File: src/pdm_defs.svh
// constants for the power-down mode controller
// What this block does
// - mode select from control register bits 15..10
// - software writes whole select field at once
// - software writes zero to field top bit
// - mode takes effect within nine cycles
// - software pads with no-ops after write
// - code 001001 light sleep, enabled wake only
// - code 010001 light sleep, any interrupt wakes
// - non-enabled wake resumes at sleep point
// - enabled wake runs service routine first
// - service needs global and nonmaskable enables
// - light sleep gates cpu clock, irq logic runs
// - code 011010 stops pll output clock
// - code 011100 stops pll input clock
// - deep modes retain registers and ram
// - deep modes freeze functional outputs
// - only reset ends deep modes
// - input-stop wake waits for pll relock
// - attached emulator masks power-down modes
// - deep modes spin emulation, reject pc writes
// - system holds reset until pll stable; the device instead waits in ST_RELOCK, cpu clock gated, for pll_locked
// - deep modes also gate the dma clock
`ifndef PDM_DEFS_SVH
`define PDM_DEFS_SVH
`define PD_FIELD_HI 15
`define PD_FIELD_LO 10
`define PD_CODE_NONE 6'h00
`define PD_CODE_LS_EN 6'h09
`define PD_CODE_LS_ANY 6'h11
`define PD_CODE_OUT_STOP 6'h1A
`define PD_CODE_IN_STOP 6'h1C
`define PD_ENTRY_CYCLES 4'h9
`define REG_CTRL 4'h0
`define REG_STATUS 4'h4
`define REG_CPU_CSR 4'h8
`define CSR_GIE_BIT 0
`define STAT_RESET_VAL 32'h0000_0000
`define RELOCK_TIME_US 75
`define CLK_MHZ 200
`define RELOCK_CYCLES (`RELOCK_TIME_US * `CLK_MHZ)
`endif

File: src/pdm_pkg.sv
// types shared by both ends of the power-down controller
package pdm_pkg;
  typedef enum logic [2:0] {
    ST_RUN = 3'b000,
    ST_ARM = 3'b001,
    ST_LIGHT = 3'b010,
    ST_OUT_STOP = 3'b011,
    ST_IN_STOP = 3'b100,
    ST_RELOCK = 3'b101
  } pd_state_t;
  typedef enum logic [1:0] {
    MODE_NONE = 2'b00,
    MODE_LIGHT = 2'b01,
    MODE_OUT_STOP = 2'b10,
    MODE_IN_STOP = 2'b11
  } pd_mode_t;
endpackage

File: src/pdm_if.sv
// link between the cpu-side controller and the power-down logic
`timescale 1ns/10ps
interface pdm_if;
  logic csr_wr;
  logic [31:0] csr_wdata;
  logic [31:0] csr_rdata;
  logic irq_pending;
  logic irq_enabled;
  logic nmi_enable;
  logic emu_attached;
  logic emu_cmd;
  logic pc_write;
  logic cpu_clk_en;
  logic pll_out_en;
  logic pll_in_en;
  logic io_freeze;
  logic dma_clk_en;
  logic wake_service;
  logic wake_resume;
  logic emu_spin;
  logic pc_write_fail;
  logic pll_locked;
  modport device (
    input csr_wr, csr_wdata, irq_pending, irq_enabled, nmi_enable, emu_attached,
    input emu_cmd, pc_write, pll_locked,
    output csr_rdata, cpu_clk_en, pll_out_en, pll_in_en, io_freeze, dma_clk_en,
    output wake_service, wake_resume, emu_spin, pc_write_fail
  );
  modport host (
    output csr_wr, csr_wdata, irq_pending, irq_enabled, nmi_enable, emu_attached,
    output emu_cmd, pc_write, pll_locked,
    input csr_rdata, cpu_clk_en, pll_out_en, pll_in_en, io_freeze, dma_clk_en,
    input wake_service, wake_resume, emu_spin, pc_write_fail
  );
endinterface

File: src/pdm_device.sv
// power-down mode logic at the cpu boundary
`timescale 1ns/10ps
`include "pdm_defs.svh"
module pdm_device #(
  parameter int RELOCK_CYCLES = `RELOCK_CYCLES
) (
  // clock and reset
  input wire logic SYS_CLK,
  input wire logic RST,
  // link to the controller
  pdm_if.device LINK,
  // observed state
  output pdm_pkg::pd_state_t STATE
);
  import pdm_pkg::*;
  pd_state_t state_reg;
  logic [31:0] csr_reg;
  pd_mode_t mode_reg;
  logic wake_service_reg, wake_resume_reg, spin_reg, pcfail_reg;
  logic entry_done, relock_done;
  logic [5:0] field;
  logic entry_load;
  pd_state_t state_next;
  pd_mode_t mode_next;
  logic cpu_clk_en_reg;
  logic dma_clk_en_reg;
  logic pll_out_en_reg;
  logic pll_in_en_reg;
  logic io_freeze_reg;
  initial if (RELOCK_CYCLES < 1 || RELOCK_CYCLES > 65535) $error("bad relock count");
  assign field = LINK.csr_wdata[`PD_FIELD_HI:`PD_FIELD_LO];

  function automatic pd_mode_t decode(input logic [5:0] code);
    if (code == `PD_CODE_LS_EN || code == `PD_CODE_LS_ANY)
      decode = MODE_LIGHT;
    else if (code == `PD_CODE_OUT_STOP)
      decode = MODE_OUT_STOP;
    else if (code == `PD_CODE_IN_STOP)
      decode = MODE_IN_STOP;
    else
      decode = MODE_NONE;
  endfunction

  function automatic logic is_deep(input pd_state_t s);
    is_deep = (s == ST_OUT_STOP || s == ST_IN_STOP);
  endfunction

  // light sleep ends on an enabled interrupt, or on any one for the any-wake code
  function automatic logic wake_ok(input logic pend, input logic en, input logic [5:0] code);
    wake_ok = pend && (en || code == `PD_CODE_LS_ANY);
  endfunction

  // =========================================
  // control register, kept through the deep modes; light sleep clears its mode field on a pending interrupt
  always_ff @(posedge SYS_CLK)
  begin
    if (RST)
      csr_reg <= `STAT_RESET_VAL;
    else if (LINK.csr_wr && state_reg == ST_RUN)
      csr_reg <= LINK.csr_wdata;
    else if (state_reg == ST_LIGHT && LINK.irq_pending)
      csr_reg[`PD_FIELD_HI:`PD_FIELD_LO] <= `PD_CODE_NONE;
  end

  assign entry_load = LINK.csr_wr && state_reg == ST_RUN && decode(field) != MODE_NONE
    && !LINK.emu_attached;
  // the loading edge is the first of the nine entry cycles
  pdm_delay #(.WIDTH(16)) u_entry (
    .clk(SYS_CLK),
    .rst(RST),
    .load(entry_load),
    .count({12'h000, `PD_ENTRY_CYCLES - 4'h1}),
    .done(entry_done)
  );
  pdm_delay #(.WIDTH(16)) u_relock (
    .clk(SYS_CLK),
    .rst(RST),
    .load(state_reg == ST_RELOCK && LINK.pll_locked && !relock_done && 1'b0),
    .count(RELOCK_CYCLES[15:0]),
    .done(relock_done)
  );

  // =========================================
  // mode sequencer, next state kept apart so the gates can be registered from it
  always_comb
  begin
    state_next = state_reg;
    mode_next = mode_reg;
    case (state_reg)
      ST_RUN:
        if (entry_load)
        begin
          state_next = ST_ARM;
          mode_next = decode(field);
        end
      ST_ARM:
        if (LINK.emu_attached)
          state_next = ST_RUN;
        else if (entry_done)
          case (mode_reg)
            MODE_LIGHT: state_next = ST_LIGHT;
            MODE_OUT_STOP: state_next = ST_OUT_STOP;
            MODE_IN_STOP: state_next = ST_IN_STOP;
            default: state_next = ST_RUN;
          endcase
      ST_LIGHT:
        if (wake_ok(LINK.irq_pending, LINK.irq_enabled, csr_reg[`PD_FIELD_HI:`PD_FIELD_LO]))
          state_next = ST_RUN;
      // no interrupt or emulation command leaves a deep mode
      ST_OUT_STOP, ST_IN_STOP:
        state_next = state_reg;
      // after reset, as after power-up, the cpu clock stays gated until the pll is locked
      ST_RELOCK:
        if (LINK.pll_locked)
          state_next = ST_RUN;
      default:
        state_next = ST_RUN;
    endcase
  end

  always_ff @(posedge SYS_CLK)
  begin
    if (RST)
    begin
      state_reg <= ST_RELOCK;
      mode_reg <= MODE_NONE;
    end
    else
    begin
      state_reg <= state_next;
      mode_reg <= mode_next;
    end
  end

  // =========================================
  // wake reporting and emulation handling
  always_ff @(posedge SYS_CLK)
  begin
    if (RST)
    begin
      wake_service_reg <= 1'b0;
      wake_resume_reg <= 1'b0;
    end
    else
    begin
      wake_service_reg <= 1'b0;
      wake_resume_reg <= 1'b0;
      if (state_reg == ST_LIGHT && wake_ok(LINK.irq_pending, LINK.irq_enabled,
          csr_reg[`PD_FIELD_HI:`PD_FIELD_LO]))
      begin
        if (LINK.irq_enabled && csr_reg[`CSR_GIE_BIT] && LINK.nmi_enable)
          wake_service_reg <= 1'b1;
        else
          wake_resume_reg <= 1'b1;
      end
    end
  end

  always_ff @(posedge SYS_CLK)
  begin
    if (RST)
    begin
      spin_reg <= 1'b0;
      pcfail_reg <= 1'b0;
    end
    else
    begin
      spin_reg <= LINK.emu_cmd && is_deep(state_reg);
      pcfail_reg <= LINK.pc_write && is_deep(state_reg);
    end
  end

  // =========================================
  // clock gates and freeze, registered from the next state so that no decode
  // glitch reaches a gate while the timing stays that of the state itself
  always_ff @(posedge SYS_CLK)
  begin
    if (RST)
    begin
      cpu_clk_en_reg <= 1'b0;
      dma_clk_en_reg <= 1'b1;
      pll_out_en_reg <= 1'b1;
      pll_in_en_reg <= 1'b1;
      io_freeze_reg <= 1'b0;
    end
    else
    begin
      // cpu clock gated outside run and arm; deep modes also stop the dma clock and pll output, input-stop the pll input
      cpu_clk_en_reg <= (state_next == ST_RUN || state_next == ST_ARM);
      dma_clk_en_reg <= !is_deep(state_next);
      pll_out_en_reg <= !is_deep(state_next);
      pll_in_en_reg <= (state_next != ST_IN_STOP);
      io_freeze_reg <= is_deep(state_next);
    end
  end

  assign LINK.cpu_clk_en = cpu_clk_en_reg;
  assign LINK.dma_clk_en = dma_clk_en_reg;
  assign LINK.pll_out_en = pll_out_en_reg;
  assign LINK.pll_in_en = pll_in_en_reg;
  assign LINK.io_freeze = io_freeze_reg;
  assign LINK.wake_service = wake_service_reg;
  assign LINK.wake_resume = wake_resume_reg;
  assign LINK.emu_spin = spin_reg;
  assign LINK.pc_write_fail = pcfail_reg;
  assign LINK.csr_rdata = csr_reg;
  assign STATE = state_reg;
endmodule // pdm_device

File: src/pdm_delay.sv
// small down-counter that times mode entry; the relock instance is never loaded
`timescale 1ns/10ps
module pdm_delay #(
  parameter int WIDTH = 16
) (
  input wire logic clk,
  input wire logic rst,
  input wire logic load,
  input wire logic [WIDTH-1:0] count,
  output logic done
);
  logic [WIDTH-1:0] cnt_reg;
  logic busy_reg;
  initial if (WIDTH < 4) $error("pdm_delay width too small");
  always_ff @(posedge clk)
  begin
    if (rst)
    begin
      cnt_reg <= '0;
      busy_reg <= 1'b0;
    end
    else if (load)
    begin
      cnt_reg <= count;
      busy_reg <= 1'b1;
    end
    else if (busy_reg && cnt_reg != '0)
      cnt_reg <= cnt_reg - 1'b1;
    else
      busy_reg <= 1'b0;
  end
  assign done = busy_reg && (cnt_reg == '0);
endmodule // pdm_delay

File: src/flat_wrapper.sv
// flat-port wrapper written by rule: the top's interface ports become plain ports
module pdm_device_flat import pdm_pkg::*;
#(
  parameter int RELOCK_CYCLES = `RELOCK_CYCLES
)
  (SYS_CLK, RST, STATE, LINK_csr_wr, LINK_csr_wdata, LINK_irq_pending, LINK_irq_enabled, LINK_nmi_enable, LINK_emu_attached, LINK_emu_cmd, LINK_pc_write, LINK_pll_locked, LINK_csr_rdata, LINK_cpu_clk_en, LINK_pll_out_en, LINK_pll_in_en, LINK_io_freeze, LINK_dma_clk_en, LINK_wake_service, LINK_wake_resume, LINK_emu_spin, LINK_pc_write_fail);
  pdm_if LINK_i ();
  input wire logic SYS_CLK;
  input wire logic RST;
  output pdm_pkg::pd_state_t STATE;
  input wire logic [$bits(LINK_i.csr_wr)-1:0] LINK_csr_wr;
  input wire logic [$bits(LINK_i.csr_wdata)-1:0] LINK_csr_wdata;
  input wire logic [$bits(LINK_i.irq_pending)-1:0] LINK_irq_pending;
  input wire logic [$bits(LINK_i.irq_enabled)-1:0] LINK_irq_enabled;
  input wire logic [$bits(LINK_i.nmi_enable)-1:0] LINK_nmi_enable;
  input wire logic [$bits(LINK_i.emu_attached)-1:0] LINK_emu_attached;
  input wire logic [$bits(LINK_i.emu_cmd)-1:0] LINK_emu_cmd;
  input wire logic [$bits(LINK_i.pc_write)-1:0] LINK_pc_write;
  input wire logic [$bits(LINK_i.pll_locked)-1:0] LINK_pll_locked;
  output wire logic [$bits(LINK_i.csr_rdata)-1:0] LINK_csr_rdata;
  output wire logic [$bits(LINK_i.cpu_clk_en)-1:0] LINK_cpu_clk_en;
  output wire logic [$bits(LINK_i.pll_out_en)-1:0] LINK_pll_out_en;
  output wire logic [$bits(LINK_i.pll_in_en)-1:0] LINK_pll_in_en;
  output wire logic [$bits(LINK_i.io_freeze)-1:0] LINK_io_freeze;
  output wire logic [$bits(LINK_i.dma_clk_en)-1:0] LINK_dma_clk_en;
  output wire logic [$bits(LINK_i.wake_service)-1:0] LINK_wake_service;
  output wire logic [$bits(LINK_i.wake_resume)-1:0] LINK_wake_resume;
  output wire logic [$bits(LINK_i.emu_spin)-1:0] LINK_emu_spin;
  output wire logic [$bits(LINK_i.pc_write_fail)-1:0] LINK_pc_write_fail;
  assign LINK_i.csr_wr = LINK_csr_wr;
  assign LINK_i.csr_wdata = LINK_csr_wdata;
  assign LINK_i.irq_pending = LINK_irq_pending;
  assign LINK_i.irq_enabled = LINK_irq_enabled;
  assign LINK_i.nmi_enable = LINK_nmi_enable;
  assign LINK_i.emu_attached = LINK_emu_attached;
  assign LINK_i.emu_cmd = LINK_emu_cmd;
  assign LINK_i.pc_write = LINK_pc_write;
  assign LINK_i.pll_locked = LINK_pll_locked;
  assign LINK_csr_rdata = LINK_i.csr_rdata;
  assign LINK_cpu_clk_en = LINK_i.cpu_clk_en;
  assign LINK_pll_out_en = LINK_i.pll_out_en;
  assign LINK_pll_in_en = LINK_i.pll_in_en;
  assign LINK_io_freeze = LINK_i.io_freeze;
  assign LINK_dma_clk_en = LINK_i.dma_clk_en;
  assign LINK_wake_service = LINK_i.wake_service;
  assign LINK_wake_resume = LINK_i.wake_resume;
  assign LINK_emu_spin = LINK_i.emu_spin;
  assign LINK_pc_write_fail = LINK_i.pc_write_fail;
  pdm_device #(.RELOCK_CYCLES(RELOCK_CYCLES)) u_core (.SYS_CLK(SYS_CLK), .RST(RST), .LINK(LINK_i), .STATE(STATE));
endmodule
File: config.mk
export PLATFORM = sky130hd
export DESIGN_NAME = pdm_device_flat
export DESIGN_NICKNAME = d
export VERILOG_FILES = /design/src/pdm_pkg.sv /design/src/pdm_if.sv /design/src/pdm_device.sv /design/src/pdm_delay.sv /design/src/flat_wrapper.sv
export VERILOG_INCLUDE_DIRS = /design/src /design/src/src
export SDC_FILE = /design/constraint.sdc
export NUM_CORES = 1
export LEC_CHECK = 0
export BUFFER_PORTS_ARGS = -buffer_cell sky130_fd_sc_hd__buf_2
export CAP_MARGIN = 20
export CORE_MARGIN = 2
export CORE_UTILIZATION = 50
export CTS_BUF_LIST = sky130_fd_sc_hd__clkbuf_8
export DETAILED_ROUTE_END_ITERATION = 16
export PLACE_DENSITY = 0.77
export SETUP_SLACK_MARGIN = 0.1
export SLEW_MARGIN = 25
export SYNTH_ARGS = -nofsm -noshare
export SYNTH_HDL_FRONTEND = slang
export SYNTH_SLANG_ARGS = --single-unit
File: constraint.sdc
create_clock -name SYS_CLK -period 2.35 [get_ports SYS_CLK]
set_input_delay 0 -clock SYS_CLK [delete_from_list [all_inputs] [get_ports SYS_CLK]]
set_output_delay 0 -clock SYS_CLK [all_outputs]
set_load 0.01 [all_outputs]
==> out/results.ini <==
[run]
drv_cap=0

[drt]
drt_iter0_drc=162
wl_um=6550
detail_route.vias_per_cell=5.11
routed-via-count=2559
wire_per_inst_um=13.1
drcViolationCount=0
drt.antenna.violating_nets=0
dr.pass1.iters=4

[power]
peakVddDrop_uv=406
p_per_area_nw_per_um2=637
finalPower_mw=2.33
p_leak_nw=1.53

[synth]
ys_ff_latch=62
synth_edf_count=0
synth_nets=351
yosysTopAreaCell=dfxtp_1
async_flop_share=0
synth_area_leaders=dfxtp_1 (48%), nand2_1 (10%), a21oi_1 (7.1%)
netlist_instances=305
synth_top_flop_cell=dfxtp_1
yosys_warnings=0
ys_types=47
netlist_area_sq_um=2590
synth.yosys.seq_area_share=0.479
synth_top_area_frac=0.479
syn_area_per_cell_sq_um=8.50

[place]
dp_hpwl_um=4210
dp.cells=450
gp_congestion=0.876
io_buffers=85

[grt]
grt_pass1_wl_um=11000
met3_usage=0.0533
grt-ovfl-total=0
grt-busiest-layer=met2
grt_max_degree=44
grt_usage=0.233
met2_usage=0.391
grt_use_met1=0.282
grt_pass1_vias=2496
antenna_found_initial=0

[layout]
largest_reg_flops=32
drive_gt1_frac=0.269
final_util=0.724
fin_cells=501
diodes=0
final_nets=472
syn2layout_area_growth_pct=40.9

[worst_setup_path]
crit_path_start_kind=flip-flop
cp_max_fo=5
path_cells=nor3_2 -> nand3b_1 -> or4_1 -> o21bai_1 -> nand3_1 -> a21o_1
slowest_delay_ns=0.50
critPathRequiredTime_ns=2.58
cp-end-kind=flip-flop
cpMaxStageDelayCell=or4_1
crit_type=flip-flop to flip-flop
worstPathArrival_ns=2.26

[timing]
tightestPinTransition_ns=0.492
fin_tns_setup_ns=0
slew_headroom=0.668
fin_crit_sh=0.865
whs_ns=0.0138
slew_viol_final=0
hold_violations=0
fmax_mhz=492
rsz0062_at_grt=false
clock-skew-final_ns=0.00911
setup_violations=0
period_needed_ns=2.03

[floorplanning]
die_area_sq_um=5770
die_height_um=76.0
core_sq_um=5040
fp-row-count=26
initial_core_util=0.514
io_pins=86
die_w_um=76.0

[clock_tree]
clockBufferDepth=2
root_buffer=clkbuf_8
h-tree-depth=3
cts_tree=done
clk_latency_ns=0.34
cts.sink_count=62
clk_pin_slew_ns=0.07
numCtsBuffers=9

[min_path]
hp-class=input port to flip-flop

[outcome]
status=finished, final reports clean

[report_power, final]
group          internal [mW]  switching [mW]  total, mW
sequential              1.07          0.0130       1.09
clock                  0.600           0.436       1.04
combinational          0.107          0.0988      0.206
[kinds of logic after synthesis]
kind of cell / share of synthesized area
compound gates: 0.137
xor+xnor: 0.0406
fa+ha+maj: 0.0193
buf+inv: 0.0343
flops: 0.479
mux: 0.00435
simple gates: 0.286
[layout by cell type (no fill, tap or decap), types with 4 or more instances in the layout]
master	count
xnor2_1	6
clkbuf_8	9
a21oi_1	37
buf_4	5
buf_2	85
nor3b_1	4
dfxtp_1	62
inv_1	7
or3_1	4
nor4_4	4
dlygate4sd3_1	35
nand2_1	69
nor3_1	4
nor2_1	28
nand3_1	9
xor2_1	6
a22oi_1	6
ha_1	4
[worst max-delay path, delay by kind of cell (launching register included)]
| kind | cells | cell delay (ns) |
|---|---|---|
| flip-flops | 1 | 0.36 |
| AO/OA/AOI/OAI | 2 | 0.49 |
| AND/OR/NAND/NOR | 4 | 1.07 |
[through the flow]
step	worst slack [ns]	area (sq um)
floorplan	0.486	2590
global placement	0.439	3080
detailed placement	0.384	3080
CTS	0.360	3650
global route	0.181	3650
finish	0.317	3650
[path summary, 6_finish.rpt]
| path | from | end | slack [ns] | cells after the start |
|---|---|---|---|---|
| worst max-delay path | u_core.u_entry.cnt_reg[4]$_SDFFE_PP0P_ | u_core.LINK.dma_clk_en$_SDFF_PP1_ | 0.32 | 6 |
| worst min-delay path | LINK_irq_enabled | u_core.LINK.wake_resume$_SDFF_PP0_ | 0.01 | 3 |
| worst max register to register | u_core.u_entry.cnt_reg[4]$_SDFFE_PP0P_ | u_core.LINK.dma_clk_en$_SDFF_PP1_ | 0.32 | 6 |
| worst min register to register | u_core.LINK.csr_rdata[25]$_SDFFE_PP0N_ | u_core.LINK.csr_rdata[25]$_SDFFE_PP0N_ | 0.45 | 2 |
[layout make-up]
| type | instances | area, sq um |
|---|---|---|
| clock buffer | 9 | 124 |
| sequential | 62 | 1240 |
| fill | 366 | 1390 |
| timing repair buffer | 125 | 813 |
| inverter | 7 | 26.3 |
| tap | 70 | 87.6 |
| multi-input combinational | 221 | 1260 |
| clock inverter | 7 | 98.8 |
[repair_timing]
action | in CTS | in global routing
gates resized for setup | 0 | 0
hold buffers | 35 | 0
setup endpoints to repair | 0 | 0
buffers inserted | 0 | 0
hold endpoints to repair | 35 | 0
[synth_stat cells, types with 2 or more instances]
cell      count
and2_1        2
nor4_4        4
nor2_1       28
nor4_1        2
clkbuf_1     12
or3_1         4
nand3_1       9
nand2b_1      3
inv_1         7
a21oi_1      37
xnor2_1       6
nor3b_1       4
buf_2         2
a22oi_1       6
or4_1         3
a31oi_1       2
nand3b_1      2
nand2_1      69
nor3_1        4
xor2_1        6
ha_1          4
dfxtp_1      62
o21ai_0       3
[routing by layer]
layer	up-vias	part of all wire	wire length (um)
met3	11	0.051	331
met1	1182	0.45	2950
met2	89	0.49	3190
li1	1277	-	-
met4	0	0.013	86
met5	-	0	0
Note: power is estimated with default switching activity, not from simulation.
